==> config.mk <==
export PLATFORM = sky130hd
export DESIGN_NAME = imsw_top
export DESIGN_NICKNAME = d
export VERILOG_FILES = /design/src/imsw_pkg.sv /design/src/imsw_cfg_if.sv /design/src/imsw_cfg_loader.sv /design/src/imsw_pulse_meas.sv /design/src/imsw_top.sv
export SDC_FILE = /design/constraint.sdc
export NUM_CORES = 1
export LEC_CHECK = 0
export ABC_AREA = 1
export BUFFER_PORTS_ARGS = -buffer_cell sky130_fd_sc_hd__buf_2
export CORE_MARGIN = 2
export CORE_UTILIZATION = 50
export DETAILED_ROUTE_END_ITERATION = 16
export PLACE_DENSITY = 0.78
export SYNTH_ARGS = -nofsm -noshare
export SYNTH_HDL_FRONTEND = slang
export SYNTH_SLANG_ARGS = --single-unit
==> constraint.sdc <==
create_clock -name REF_CLK -period 1.8 [get_ports REF_CLK]
set_input_delay 0.27 -clock REF_CLK [delete_from_list [all_inputs] [get_ports REF_CLK]]
set_output_delay 0.27 -clock REF_CLK [all_outputs]
set_load 0.01 [all_outputs]
==> src/imsw_pkg.sv <==
// package of constants and types for the interface mode select and flush/wake block
package imsw_pkg;
	// ****************************************************************
	// base modes read from configuration memory and active modes
	// ****************************************************************
	typedef enum logic [2:0] {
		IMSW_BASE_UART,
		IMSW_BASE_ASYNC_FIFO,
		IMSW_BASE_CPU_FIFO,
		IMSW_BASE_HDBUS,
		IMSW_BASE_FAST_SERIAL
	} imsw_base_t;

	typedef enum logic [3:0] {
		IMSW_ACT_UART,
		IMSW_ACT_ASYNC_FIFO,
		IMSW_ACT_SYNC_FIFO,
		IMSW_ACT_CPU_FIFO,
		IMSW_ACT_HDBUS,
		IMSW_ACT_FAST_SERIAL,
		IMSW_ACT_ASYNC_BB,
		IMSW_ACT_SYNC_BB,
		IMSW_ACT_SERIAL_ENGINE
	} imsw_act_t;

	// ****************************************************************
	// host bit-mode command values
	// ****************************************************************
	localparam logic [7:0] BM_RESET      = 8'h00;
	localparam logic [7:0] BM_ASYNC_BB   = 8'h01;
	localparam logic [7:0] BM_SERIAL_ENG = 8'h02;
	localparam logic [7:0] BM_SYNC_BB    = 8'h04;
	localparam logic [7:0] BM_FS_HOLD    = 8'h10;
	localparam logic [7:0] BM_SYNC_FIFO  = 8'h40;

	// ****************************************************************
	// configuration word layout (one word from external memory)
	// ****************************************************************
	localparam int CFG_W          = 16;
	localparam int CFG_MODE_LSB   = 0;  // 3 bits, imsw_base_t code
	localparam int CFG_DRIVE_LSB  = 4;  // 2 bits drive strength
	localparam int CFG_SLEW_BIT   = 6;
	localparam int CFG_SCHMITT_BIT = 7;
	localparam int CFG_PULLDN_BIT = 8;

	// ****************************************************************
	// AHB-Lite register map (byte addresses)
	// ****************************************************************
	localparam logic [7:0] REG_CMD    = 8'h00;  // w: bit-mode value, r: last value
	localparam logic [7:0] REG_STATUS = 8'h04;  // r: mode, flush, wake, fs reset
	localparam logic [7:0] REG_CFG    = 8'h08;  // r: configuration word
	localparam logic [7:0] REG_CTRL   = 8'h0C;  // rw: bit0 enumerated, bit1 suspended
	localparam logic [31:0] CTRL_RST  = 32'h0000_0000;

	// ****************************************************************
	// timing
	// ****************************************************************
	localparam int  CLK_HZ        = 50_000_000;
	localparam int  FLUSH_NS      = 250;        // short pulse for send immediate
	localparam int  WAKE_MS       = 20;         // long pulse for remote wake
	localparam int  FLUSH_CYC     = (FLUSH_NS * (CLK_HZ / 1_000_000) + 999) / 1000;
	localparam int  WAKE_CYC      = WAKE_MS * (CLK_HZ / 1000);
	localparam int  CFG_LOAD_CYC  = 4;          // read latency of the config word
endpackage

==> src/imsw_cfg_if.sv <==
// interface carrying configuration-memory read signals
`timescale 1ns/1ps
interface imsw_cfg_if #(parameter int W = 16);
	logic         req;
	logic         done;
	logic [W-1:0] word;
	modport ctl (output req, input done, input word);
	modport ldr (input req, output done, output word);
endinterface

==> src/imsw_cfg_loader.sv <==
// loader that fetches the configuration word after reset
`timescale 1ns/1ps
module imsw_cfg_loader #(
	parameter int W = 16
) (
	// clock and reset
	input  wire logic         clk,
	input  wire logic         rst_n,
	// external configuration memory
	input  wire logic [W-1:0] mem_word,
	// to the controller
	imsw_cfg_if.ldr           cfg
);
	logic [2:0]   cnt_r, cnt_nxt;
	logic         done_r, done_nxt;
	logic [W-1:0] word_r, word_nxt;

	// wait the memory latency then capture once; reset reloads
	always_comb begin
		cnt_nxt  = cnt_r;
		done_nxt = done_r;
		word_nxt = word_r;
		if (cfg.req && !done_r) begin
			if (cnt_r == 3'(imsw_pkg::CFG_LOAD_CYC - 1)) begin
				done_nxt = 1'b1;
				word_nxt = mem_word;
			end else begin
				cnt_nxt = cnt_r + 3'd1;
			end
		end
	end

	always_ff @(posedge clk) begin
		if (!rst_n) begin
			cnt_r  <= '0;
			done_r <= 1'b0;
			word_r <= '0;
		end else begin
			cnt_r  <= cnt_nxt;
			done_r <= done_nxt;
			word_r <= word_nxt;
		end
	end

	assign cfg.done = done_r;
	assign cfg.word = word_r;
endmodule

==> src/imsw_pulse_meas.sv <==
// low-pulse width measurement on the flush/wake pin
`timescale 1ns/1ps
module imsw_pulse_meas #(
	parameter int SHORT_CYC = 13,
	parameter int LONG_CYC  = 1_000_000
) (
	// clock and reset
	input  wire logic clk,
	input  wire logic rst_n,
	// pin and gating
	input  wire logic pin_n,
	input  wire logic enable,
	// results
	output logic      fall,
	output logic      short_ok,
	output logic      long_ok
);
	localparam int CW = $clog2(LONG_CYC + 1);
	initial begin
		if (SHORT_CYC < 1 || LONG_CYC <= SHORT_CYC)
			$error("pulse limits out of range");
	end

	logic          prev_r, prev_nxt;
	logic [CW-1:0] cnt_r, cnt_nxt;
	logic          fall_r, fall_nxt;
	logic          sok_r, sok_nxt;
	logic          lok_r, lok_nxt;

	// count low time; report short once at release, long once at threshold
	always_comb begin
		prev_nxt = pin_n;
		cnt_nxt  = cnt_r;
		fall_nxt = enable && prev_r && !pin_n;
		sok_nxt  = 1'b0;
		lok_nxt  = 1'b0;
		if (!enable || pin_n) begin
			cnt_nxt = '0;
			if (enable && !prev_r && cnt_r >= CW'(SHORT_CYC - 1) && cnt_r < CW'(LONG_CYC))
				sok_nxt = 1'b1;
		end else if (cnt_r != CW'(LONG_CYC)) begin
			cnt_nxt = cnt_r + CW'(1);
			lok_nxt = (cnt_r == CW'(LONG_CYC - 1));
		end
	end

	always_ff @(posedge clk) begin
		if (!rst_n) begin
			prev_r <= 1'b1;
			cnt_r  <= '0;
			fall_r <= 1'b0;
			sok_r  <= 1'b0;
			lok_r  <= 1'b0;
		end else begin
			prev_r <= prev_nxt;
			cnt_r  <= cnt_nxt;
			fall_r <= fall_nxt;
			sok_r  <= sok_nxt;
			lok_r  <= lok_nxt;
		end
	end

	assign fall     = fall_r;
	assign short_ok = sok_r;
	assign long_ok  = lok_r;
endmodule

==> src/imsw_top.sv <==
// interface mode select and flush/wake controller with AHB-Lite registers
//
// Functional notes
// RULE1 - flush/wake input acts only in FIFO or bit-bang modes.
// RULE2 - send-immediate returns buffered data as a short packet at once.
// RULE3 - falling edge of flush/wake flags a pending flush to the host.
// RULE4 - external logic holds flush/wake low 250 ns to request a flush.
// RULE5 - external logic holds flush/wake low 20 ms to wake the host.
// RULE6 - external logic flushes only after it stops writing data.
// RULE7 - with pull-down enabled, flush/wake never ends suspend.
// RULE8 - in serial mode ring-indicate is the wake input instead.
// RULE9 - without configuration the device runs asynchronous serial mode.
// RULE10 - after reset configuration memory is read and a base mode chosen.
// RULE11 - after enumeration host command selects bit-bang or serial engine.
// RULE12 - value 0x40 selects synchronous FIFO only from parallel FIFO base.
// RULE13 - drive strength, slew and Schmitt settings come from configuration.
// RULE14 - base modes only from configuration, bit-bang and engine from host.
// RULE15 - host may place fast serial controller into reset.
// RULE16 - value 0x10 holds fast serial in reset, 0x00 releases it.
// RULE17 - reset discards host-selected modes and reloads the configuration.
`timescale 1ns/1ps
module imsw_top #(
	parameter int WAKE_CYC = imsw_pkg::WAKE_CYC
) (
	// clock and reset
	input  wire logic        REF_CLK,
	input  wire logic        RSTN,
	// AHB-Lite slave
	input  wire logic        HSEL,
	input  wire logic [7:0]  HADDR,
	input  wire logic [1:0]  HTRANS,
	input  wire logic        HWRITE,
	input  wire logic [2:0]  HSIZE,
	input  wire logic [31:0] HWDATA,
	input  wire logic        HREADY,
	output logic [31:0]      HRDATA,
	output logic             HREADYOUT,
	output logic             HRESP,
	// configuration memory word
	input  wire logic [15:0] CFG_WORD,
	// pins
	input  wire logic        FLUSH_WAKE_N,
	input  wire logic        RING_INDICATE_N,
	// to the USB engine
	input  wire logic        FLUSH_ACK,
	output logic             FLUSH_PEND,
	output logic             SHORT_PKT,
	output logic             REMOTE_WAKE,
	output logic             FS_RESET,
	output logic [3:0]       ACTIVE_MODE,
	output logic             CFG_VALID,
	// pad settings
	output logic [1:0]       PAD_DRIVE,
	output logic             PAD_SLEW,
	output logic             PAD_SCHMITT
);
	initial begin
		if (WAKE_CYC <= imsw_pkg::FLUSH_CYC)
			$error("wake count must exceed flush count");
	end

	// ****************************************************************
	// configuration load
	// ****************************************************************
	imsw_cfg_if #(.W(imsw_pkg::CFG_W)) cfg ();
	assign cfg.req = 1'b1;

	imsw_cfg_loader #(.W(imsw_pkg::CFG_W)) u_ldr (
		.clk      (REF_CLK),
		.rst_n    (RSTN),
		.mem_word (CFG_WORD),
		.cfg      (cfg)
	);

	// decode the base mode, falling back to serial on an unknown code
	function automatic imsw_pkg::imsw_act_t base_to_act(input logic [2:0] code);
		unique case (code)
			3'd1:    base_to_act = imsw_pkg::IMSW_ACT_ASYNC_FIFO;
			3'd2:    base_to_act = imsw_pkg::IMSW_ACT_CPU_FIFO;
			3'd3:    base_to_act = imsw_pkg::IMSW_ACT_HDBUS;
			3'd4:    base_to_act = imsw_pkg::IMSW_ACT_FAST_SERIAL;
			default: base_to_act = imsw_pkg::IMSW_ACT_UART; // [RULE9]
		endcase
	endfunction

	logic [2:0] base_code;
	assign base_code = cfg.word[imsw_pkg::CFG_MODE_LSB +: 3];

	// ****************************************************************
	// AHB-Lite slave
	// ****************************************************************
	logic        aph_wr_r, aph_wr_nxt;
	logic        aph_rd_r, aph_rd_nxt;
	logic [7:0]  aph_addr_r, aph_addr_nxt;
	logic [31:0] rdata_r, rdata_nxt;
	logic        take;
	// mode and control state, declared here because the read mux below uses it
	imsw_pkg::imsw_act_t mode_r, mode_nxt;
	logic [7:0]  cmd_val_r, cmd_val_nxt;
	logic [31:0] ctrl_r, ctrl_nxt;
	logic        fs_rst_r, fs_rst_nxt;
	logic        pend_r, pend_nxt;
	logic        wake_r, wake_nxt;
	logic        ld_seen_r, ld_seen_nxt;
	logic        enumerated, suspended, pulldn, is_fifo_bb, is_uart;
	logic        w_cmd;
	logic        pin_fall, pin_short, pin_long;
	logic        ri_prev_r, ri_prev_nxt;

	assign take = HSEL && HREADY && HTRANS[1];

	// single-cycle zero-wait-state slave; unmapped reads give zero
	always_comb begin
		aph_wr_nxt   = take && HWRITE;
		aph_rd_nxt   = take && !HWRITE;
		aph_addr_nxt = take ? HADDR : aph_addr_r;
		rdata_nxt    = rdata_r;
		if (aph_rd_nxt) begin
			unique case (HADDR)
				imsw_pkg::REG_CMD:    rdata_nxt = {24'h00_0000, cmd_val_r};
				imsw_pkg::REG_STATUS: rdata_nxt = {24'h00_0000, fs_rst_r, wake_r, pend_r,
					cfg.done, ACTIVE_MODE};
				imsw_pkg::REG_CFG:    rdata_nxt = {16'h0000, cfg.word};
				imsw_pkg::REG_CTRL:   rdata_nxt = ctrl_r;
				default:              rdata_nxt = 32'h0000_0000;
			endcase
		end
	end

	// ****************************************************************
	// mode and control state
	// ****************************************************************
	assign enumerated = ctrl_r[0];
	assign suspended  = ctrl_r[1];
	assign pulldn     = cfg.word[imsw_pkg::CFG_PULLDN_BIT];
	assign is_uart    = (mode_r == imsw_pkg::IMSW_ACT_UART);
	assign w_cmd      = aph_wr_r && (aph_addr_r == imsw_pkg::REG_CMD);

	// flush/wake only in FIFO and bit-bang modes
	assign is_fifo_bb = (mode_r == imsw_pkg::IMSW_ACT_ASYNC_FIFO)
		|| (mode_r == imsw_pkg::IMSW_ACT_SYNC_FIFO)
		|| (mode_r == imsw_pkg::IMSW_ACT_CPU_FIFO)
		|| (mode_r == imsw_pkg::IMSW_ACT_ASYNC_BB)
		|| (mode_r == imsw_pkg::IMSW_ACT_SYNC_BB); // [RULE1]

	imsw_pulse_meas #(
		.SHORT_CYC (imsw_pkg::FLUSH_CYC),
		.LONG_CYC  (WAKE_CYC)
	) u_meas (
		.clk      (REF_CLK),
		.rst_n    (RSTN),
		.pin_n    (FLUSH_WAKE_N),
		.enable   (is_fifo_bb && cfg.done),
		.fall     (pin_fall),
		.short_ok (pin_short),
		.long_ok  (pin_long)
	);

	// mode selection, command handling, flush and wake flags
	always_comb begin
		mode_nxt    = mode_r;
		cmd_val_nxt = cmd_val_r;
		ctrl_nxt    = ctrl_r;
		fs_rst_nxt  = fs_rst_r;
		pend_nxt    = pend_r;
		wake_nxt    = 1'b0;
		ld_seen_nxt = ld_seen_r || cfg.done;
		ri_prev_nxt = RING_INDICATE_N;
		// base mode taken once the configuration word arrives
		if (cfg.done && !ld_seen_r)
			mode_nxt = base_to_act(base_code); // [RULE10] [RULE14]
		if (aph_wr_r && aph_addr_r == imsw_pkg::REG_CTRL)
			ctrl_nxt = {30'h0000_0000, HWDATA[1:0]};
		// host commands act only after load and enumeration
		if (w_cmd && ld_seen_r && enumerated) begin // [RULE11]
			cmd_val_nxt = HWDATA[7:0];
			unique case (HWDATA[7:0])
				imsw_pkg::BM_ASYNC_BB:   mode_nxt = imsw_pkg::IMSW_ACT_ASYNC_BB; // [RULE14]
				imsw_pkg::BM_SYNC_BB:    mode_nxt = imsw_pkg::IMSW_ACT_SYNC_BB;
				imsw_pkg::BM_SERIAL_ENG: mode_nxt = imsw_pkg::IMSW_ACT_SERIAL_ENGINE;
				imsw_pkg::BM_SYNC_FIFO: begin
					if (base_code == 3'd1)
						mode_nxt = imsw_pkg::IMSW_ACT_SYNC_FIFO; // [RULE12]
				end
				imsw_pkg::BM_FS_HOLD: begin
					if (mode_r == imsw_pkg::IMSW_ACT_FAST_SERIAL)
						fs_rst_nxt = 1'b1; // [RULE15] [RULE16]
				end
				imsw_pkg::BM_RESET: begin
					fs_rst_nxt = 1'b0; // [RULE16]
					mode_nxt   = base_to_act(base_code);
				end
				default: ;
			endcase
		end
		// flush: clear by engine ack, but a new edge wins
		if (FLUSH_ACK)
			pend_nxt = 1'b0;
		if (pin_fall)
			pend_nxt = 1'b1; // [RULE3] [RULE2]
		// wake: long pulse unless pull-down, or ring indicate in serial mode
		if (suspended && !pulldn && pin_long)
			wake_nxt = 1'b1; // [RULE7] [RULE5]
		if (suspended && is_uart && ri_prev_r && !RING_INDICATE_N)
			wake_nxt = 1'b1; // [RULE8]
	end

	// all host-chosen state is dropped on reset
	always_ff @(posedge REF_CLK) begin
		if (!RSTN) begin
			mode_r     <= imsw_pkg::IMSW_ACT_UART; // [RULE17] [RULE9]
			cmd_val_r  <= 8'h00;
			ctrl_r     <= imsw_pkg::CTRL_RST;
			fs_rst_r   <= 1'b0;
			pend_r     <= 1'b0;
			wake_r     <= 1'b0;
			ld_seen_r  <= 1'b0;
			ri_prev_r  <= 1'b1;
			aph_wr_r   <= 1'b0;
			aph_rd_r   <= 1'b0;
			aph_addr_r <= 8'h00;
			rdata_r    <= 32'h0000_0000;
		end else begin
			mode_r     <= mode_nxt;
			cmd_val_r  <= cmd_val_nxt;
			ctrl_r     <= ctrl_nxt;
			fs_rst_r   <= fs_rst_nxt;
			pend_r     <= pend_nxt;
			wake_r     <= wake_nxt;
			ld_seen_r  <= ld_seen_nxt;
			ri_prev_r  <= ri_prev_nxt;
			aph_wr_r   <= aph_wr_nxt;
			aph_rd_r   <= aph_rd_nxt;
			aph_addr_r <= aph_addr_nxt;
			rdata_r    <= rdata_nxt;
		end
	end

	// ****************************************************************
	// outputs
	// ****************************************************************
	assign HRDATA      = rdata_r;
	assign HREADYOUT   = 1'b1;
	assign HRESP       = 1'b0;
	assign FLUSH_PEND  = pend_r;
	assign SHORT_PKT   = pin_short; // released short pulse marks the short packet [RULE2]
	assign REMOTE_WAKE = wake_r;
	assign FS_RESET    = fs_rst_r;
	assign ACTIVE_MODE = mode_r;
	assign CFG_VALID   = ld_seen_r;
	// pad settings straight from the loaded word [RULE13]
	assign PAD_DRIVE   = cfg.word[imsw_pkg::CFG_DRIVE_LSB +: 2];
	assign PAD_SLEW    = cfg.word[imsw_pkg::CFG_SLEW_BIT];
	assign PAD_SCHMITT = cfg.word[imsw_pkg::CFG_SCHMITT_BIT];
endmodule

* Word-level counts from Yosys, hierarchy flattened *
Cells that the tools add are included.

cells by class
  add/subtract/negate cells = 2
  magnitude comparators = 2
  equality and inequality tests = 23
  mux-type cells = 15
  bitwise operators = 4
  reductions and logical operators = 45

operators with widths
  operator                 number
  $pmux W16 S4             1
  $eq A8 B4 Y1 const B     3
  $logic_not A8 Y1         3
  $add A20 B1 Y20 const B  1
  $eq A20 B20 Y1 const B   1
  $ge A20 B4 Y1 const B    1
  $logic_and A1 B1 Y1      20
  $lt A20 B20 Y1 const B   1
  $ne A20 B20 Y1 const B   1
  $pmux W4 S5              1
  $eq A8 B3 Y1 const B     2
  $eq A4 B3 Y1 const B     3
  $mux W4                  3
  $pmux W3 S4              1
  $eq A3 B2 Y1 const B     3
  $eq A4 B2 Y1 const B     2
  $eq A8 B1 Y1 const B     1
  $eq A8 B2 Y1 const B     1
  $eq A8 B5 Y1 const B     1
  $eq A8 B7 Y1 const B     1
  $mux W1                  8
  $logic_not A1 Y1         7
  $logic_or A1 B1 Y1       6
  $reduce_and A2 Y1        3
  12 further kinds         16

storage, ports and cells
  register bits after elaboration = 104
  input bits = 69
  output and inout bits = 47
  word-level logic and storage cells = 110

* Longest topological paths before layout *
  word-level depth = 10
  depth in mapped cells = 10
  depth with buffers taken out = 10

* Hierarchy *
Synthesis repeated with hierarchy kept, for this count alone.

unflattened totals
  cells, all modules = 663
  area total of the unflattened synthesis = 4548.1 um^2

by module, submodules not included
  module           times used  cells each  area an instance (um^2)  sequential area each (um^2)
  imsw_top         1           339         2353.5                   880.8
  imsw_pulse_meas  1           196         1333.8                   480.5
  imsw_cfg_loader  1           128         860.8                    400.4

* Worst setup path after synthesis *
Ideal clock, no wire load.

  path type = reg2reg
  start point = reg u_ldr.cnt_r[0]
  end point = reg u_ldr.word_r[0] (netlist: u_ldr.cfg.word[0])
  arrival time = 1.227 ns
  data required time = 1.671 ns
  setup slack = 0.445 ns
  stages on the path, launching flop included = 9
  path buffers = 1
  period minus slack after synthesis = 1.355 ns
  cells stage by stage = dfxtp_1 > ha_1 > ha_1 > inv_1 > nor2_1 > inv_1 > clkbuf_1 > o21ai_0 > a21oi_1

on the way
  word-level cells in the longest chain between the ends = 2

RTL lines
  what                         RTL line               source
  from (decl)                  imsw_cfg_loader.sv:14  logic [2:0] cnt_r, cnt_nxt;
  from (signal assigned)       imsw_cfg_loader.sv:39  cnt_r <= cnt_nxt;
  $eq A3 B2 Y1                 imsw_cfg_loader.sv:24  if (cnt_r == 3'(imsw_pkg::CFG_LOAD_CYC - 1)) begin
  $reduce_and A2 Y1 (no line)  --
  to (signal assigned)         imsw_cfg_loader.sv:41  word_r <= word_nxt;
  to (decl)                    imsw_cfg_loader.sv:16  logic [W-1:0] word_r, word_nxt;

Every way passes these cells.
A chain may end at the register's enable or synchronous reset.

* Worst setup path in the final report *
  start point = reg u_ldr.cnt_r[0]
  end point = reg u_ldr.word_r[1] (netlist: u_ldr.cfg.word[1])

Same word-level chain as after synthesis.

==> reports/results.txt <==
Async SR Flop Fraction: 0%
Antenna cell count: 0
Io pins: 116
First-pass GRT wire length: 17900 µm
Yosys warning count: 0
Area growth syn-to-layout: 13.3%
Commonest cells in the netlist: nand2_1 (93), dfxtp_1 (88), inv_1 (72)
Final min period: 1.66 ns
Number of global-route vias before repair: 3967
Status: finished, final reports clean
Register area share after synthesis: 40.1%
Initial antenna violation count: 0
Core ar.: 0.00864 mm²
ANT nets after route: 0
Gpl congestion: 0.926
Die area: 0.00956 mm²
Clock Pin Slew Worst Setup and Hold Paths: 0.10 ns
Max cap viols: 0
CP startpoint: u_ldr.cnt_r[0]
Routed length per instance: 13.4 µm
Fin. max-slew vios: 0
FF+latch count, synth: 88
Register area: 0.00176 mm²
Fill count: 810
Post-Syn Area: 0.00440 mm²
I/O Buffers: 69
Largest net degree at the start of global routing: 45
Endpoints failing hold: 0
Worst Skew: 0.0121 ns
Via density per instance: 5.35
Die W: 97.8 µm
Remaining global-route overflow: 0
Reg-to-reg startpoint: u_ldr.cnt_r[0]
Final period util: 92.0%
Worst Path Class, Setup: reg -> reg
Clock Sinks: 88
DRC: 0
Clock Tree Buf Depth: 2
Worst-case reg-to-reg path depth: 7
DP HPWL: 7840 µm
Clock root cell: clkbuf_8
Worst reg-to-reg setup slack: 0.14 ns
Syn Area/Cell: 7.26 µm²
Final core occ: 57.7%
Fmax: 0.604 GHz
Biggest area consumer among synthesized cells: dfxtp_1
Crit path DAT: 1.91 ns
Max rail drop VDD: 0.417 mV
Hold WC Path Type: in -> reg
Worst-path fanout max: 5
Die Y: 97.8 µm
Total Routing Usage GR: 22.5%
Critical path endpoint: u_ldr.cfg.word[1]
Worst-Margin Slew: 0.500 ns
Hold Buf Count CTS: 0
Worst endpoint required time: 2.05 ns
Multi-input logic area: 0.00217 mm²
Share of cells above drive strength 1: 20.6%
RSZ-0062 raised after global routing: no
EDFF count, synth: 0
TritonCTS Buffers: 9
Nets: 749
Final setup fails: 0
Relative slew slack: 66.4%
TritonCTS clock tree: yes
Cell variety after synth: 38
Top cell type's share of synthesized area: 40.1%
Mapped Cells: 606
Top cells by area, synth: dfxtp_1 (40%), nand2_1 (7.9%), nand3_1 (6.6%), inv_1 (6.1%), nor2_1 (5.9%)
LEAKAGE: 2.15 nW
Initial DRT Pass Iterations: 6
Crit end category: flop
Drt initial violations: 280
Power per cell area: 834 mW/mm²
Setup TNS: 0 ns
Starting density of the core: 50.9%
Vias: 4218
RR Endpoint: u_ldr.cfg.word[1]
Worst skew pair latency: 0.37 ns
Count leader, synth: nand2_1
# rows: 34
Drt total wl: 10600 µm
Top_reg_cell synth: dfxtp_1
CTS H-Tree Depth: 3
Startpoint types: flop
[per-stage QoR]
stage	instances	hold slack, ns	power (mW)	area (µm²)	worst slack, ns
final	789	0.121	4.15	4980	0.143
after global routing	789	0.120	4.34	4980	0.0174
after CTS	787	0.118	4.15	4960	0.119
after detailed placement	771	0.440	2.79	4760	0.152
after global placement	771	0.418	2.76	4760	0.255
after floorplan	622	0.366	2.62	4460	0.445
[critical path, stage by stage, from the launching register on]
cell and delay, ns:
dfxtp_1 0.37, ha_1 0.18, ha_1 0.17, inv_1 0.05, nor2_2 0.24, clkinvlp_4 0.20
o21ai_0 0.28, a21oi_1 0.06
[kinds of logic after synthesis]
logic type	after synthesis	share of synthesized area (%)
buffers and inverters	113	12.0
muxes	1	0.228
adders and majority gates	4	1.14
other	2	0.171
DFF	88	40.1
AOI/OAI and AO/OA	121	15.0
and+or+nand+nor	277	31.4
[power by group]
part / internal (mW) / leakage, nW / switching [mW] / total, mW
Sequential: 2.08 / 0.712 / 0.0947 / 2.18
Combinational: 0.210 / 1.34 / 0.393 / 0.602
Clock: 0.547 / 0.0981 / 0.828 / 1.37
[routing by layer]
layer / global-route usage (%) / routed length, µm
met5: 0 / 0
met4: 7.91 / 238
met3: 4.37 / 703
met2: 39.0 / 5100
met1: 28.0 / 4540
[worst min-delay path by stage]
stage	cells after the start	endpoint	slack (ns)	from
final	3	u_ldr.cfg.word[5]	0.12	CFG_WORD[5]
after global routing	3	u_ldr.cfg.word[12]	0.12	CFG_WORD[12]
after CTS	3	u_ldr.cfg.word[15]	0.12	CFG_WORD[15]
after detailed placement	2	FLUSH_PEND	0.44	u_meas.fall
after global placement	2	FLUSH_PEND	0.42	u_meas.fall
after floorplan	2	ri_prev_r	0.37	RING_INDICATE_N
[timing repair]
action,4_1_cts,5_1_grt
resized for setup,0,3
buffers inserted,0,1
endpoints found under the setup margin,0,4
[state kept, by name (all words and copies together) (netlist names)]
name and count:
ACTIVE_MODE 4, CFG_VALID 1, FLUSH_PEND 1, FS_RESET 1, HRDATA 16, REMOTE_WAKE 1, aph_addr_r 8, aph_wr_r 1
cmd_val_r 8, ctrl_r 2, ri_prev_r 1, u_ldr.cfg.done 1, u_ldr.cfg.word 16, u_ldr.cnt_r 3, u_meas.cnt_r 20, u_meas.fall 1
u_meas.long_ok 1, u_meas.prev_r 1, u_meas.short_ok 1
[layout make-up]
type / count / share of cell area, %
timing repair buffer: 78 / 8.29
multi-input combinational: 421 / 43.6
tap: 108 / 2.71
sequential: 88 / 35.4
clock buffer: 9 / 2.49
timing repair inverter: 1 / 0.151
inverter: 77 / 5.88
clock inverter: 7 / 1.51
[cells in the final DEF, fill, tap and decap left out, types with 2 or more instances in the layout]
cell / instances
inv_8: 3
buf_2: 69
nand3_1: 58
nor2_1: 68
nand2_1: 93
nor2_2: 7
buf_4: 9
o21ai_0: 51
a21oi_2: 11
nor4_4: 2
a21oi_1: 50
nor3_1: 10
clkinvlp_4: 3
o21a_1: 2
nand3b_1: 3
inv_2: 5
nand4_1: 15
nor2_4: 3
conb_1: 18
ha_1: 4
dfxtp_1: 88
nor3_4: 4
inv_1: 71
o21ai_1: 4
nand3_2: 6
clkbuf_8: 9
clkinv_4: 2
nand2_2: 2
Power figures use the tool's default switching activity.
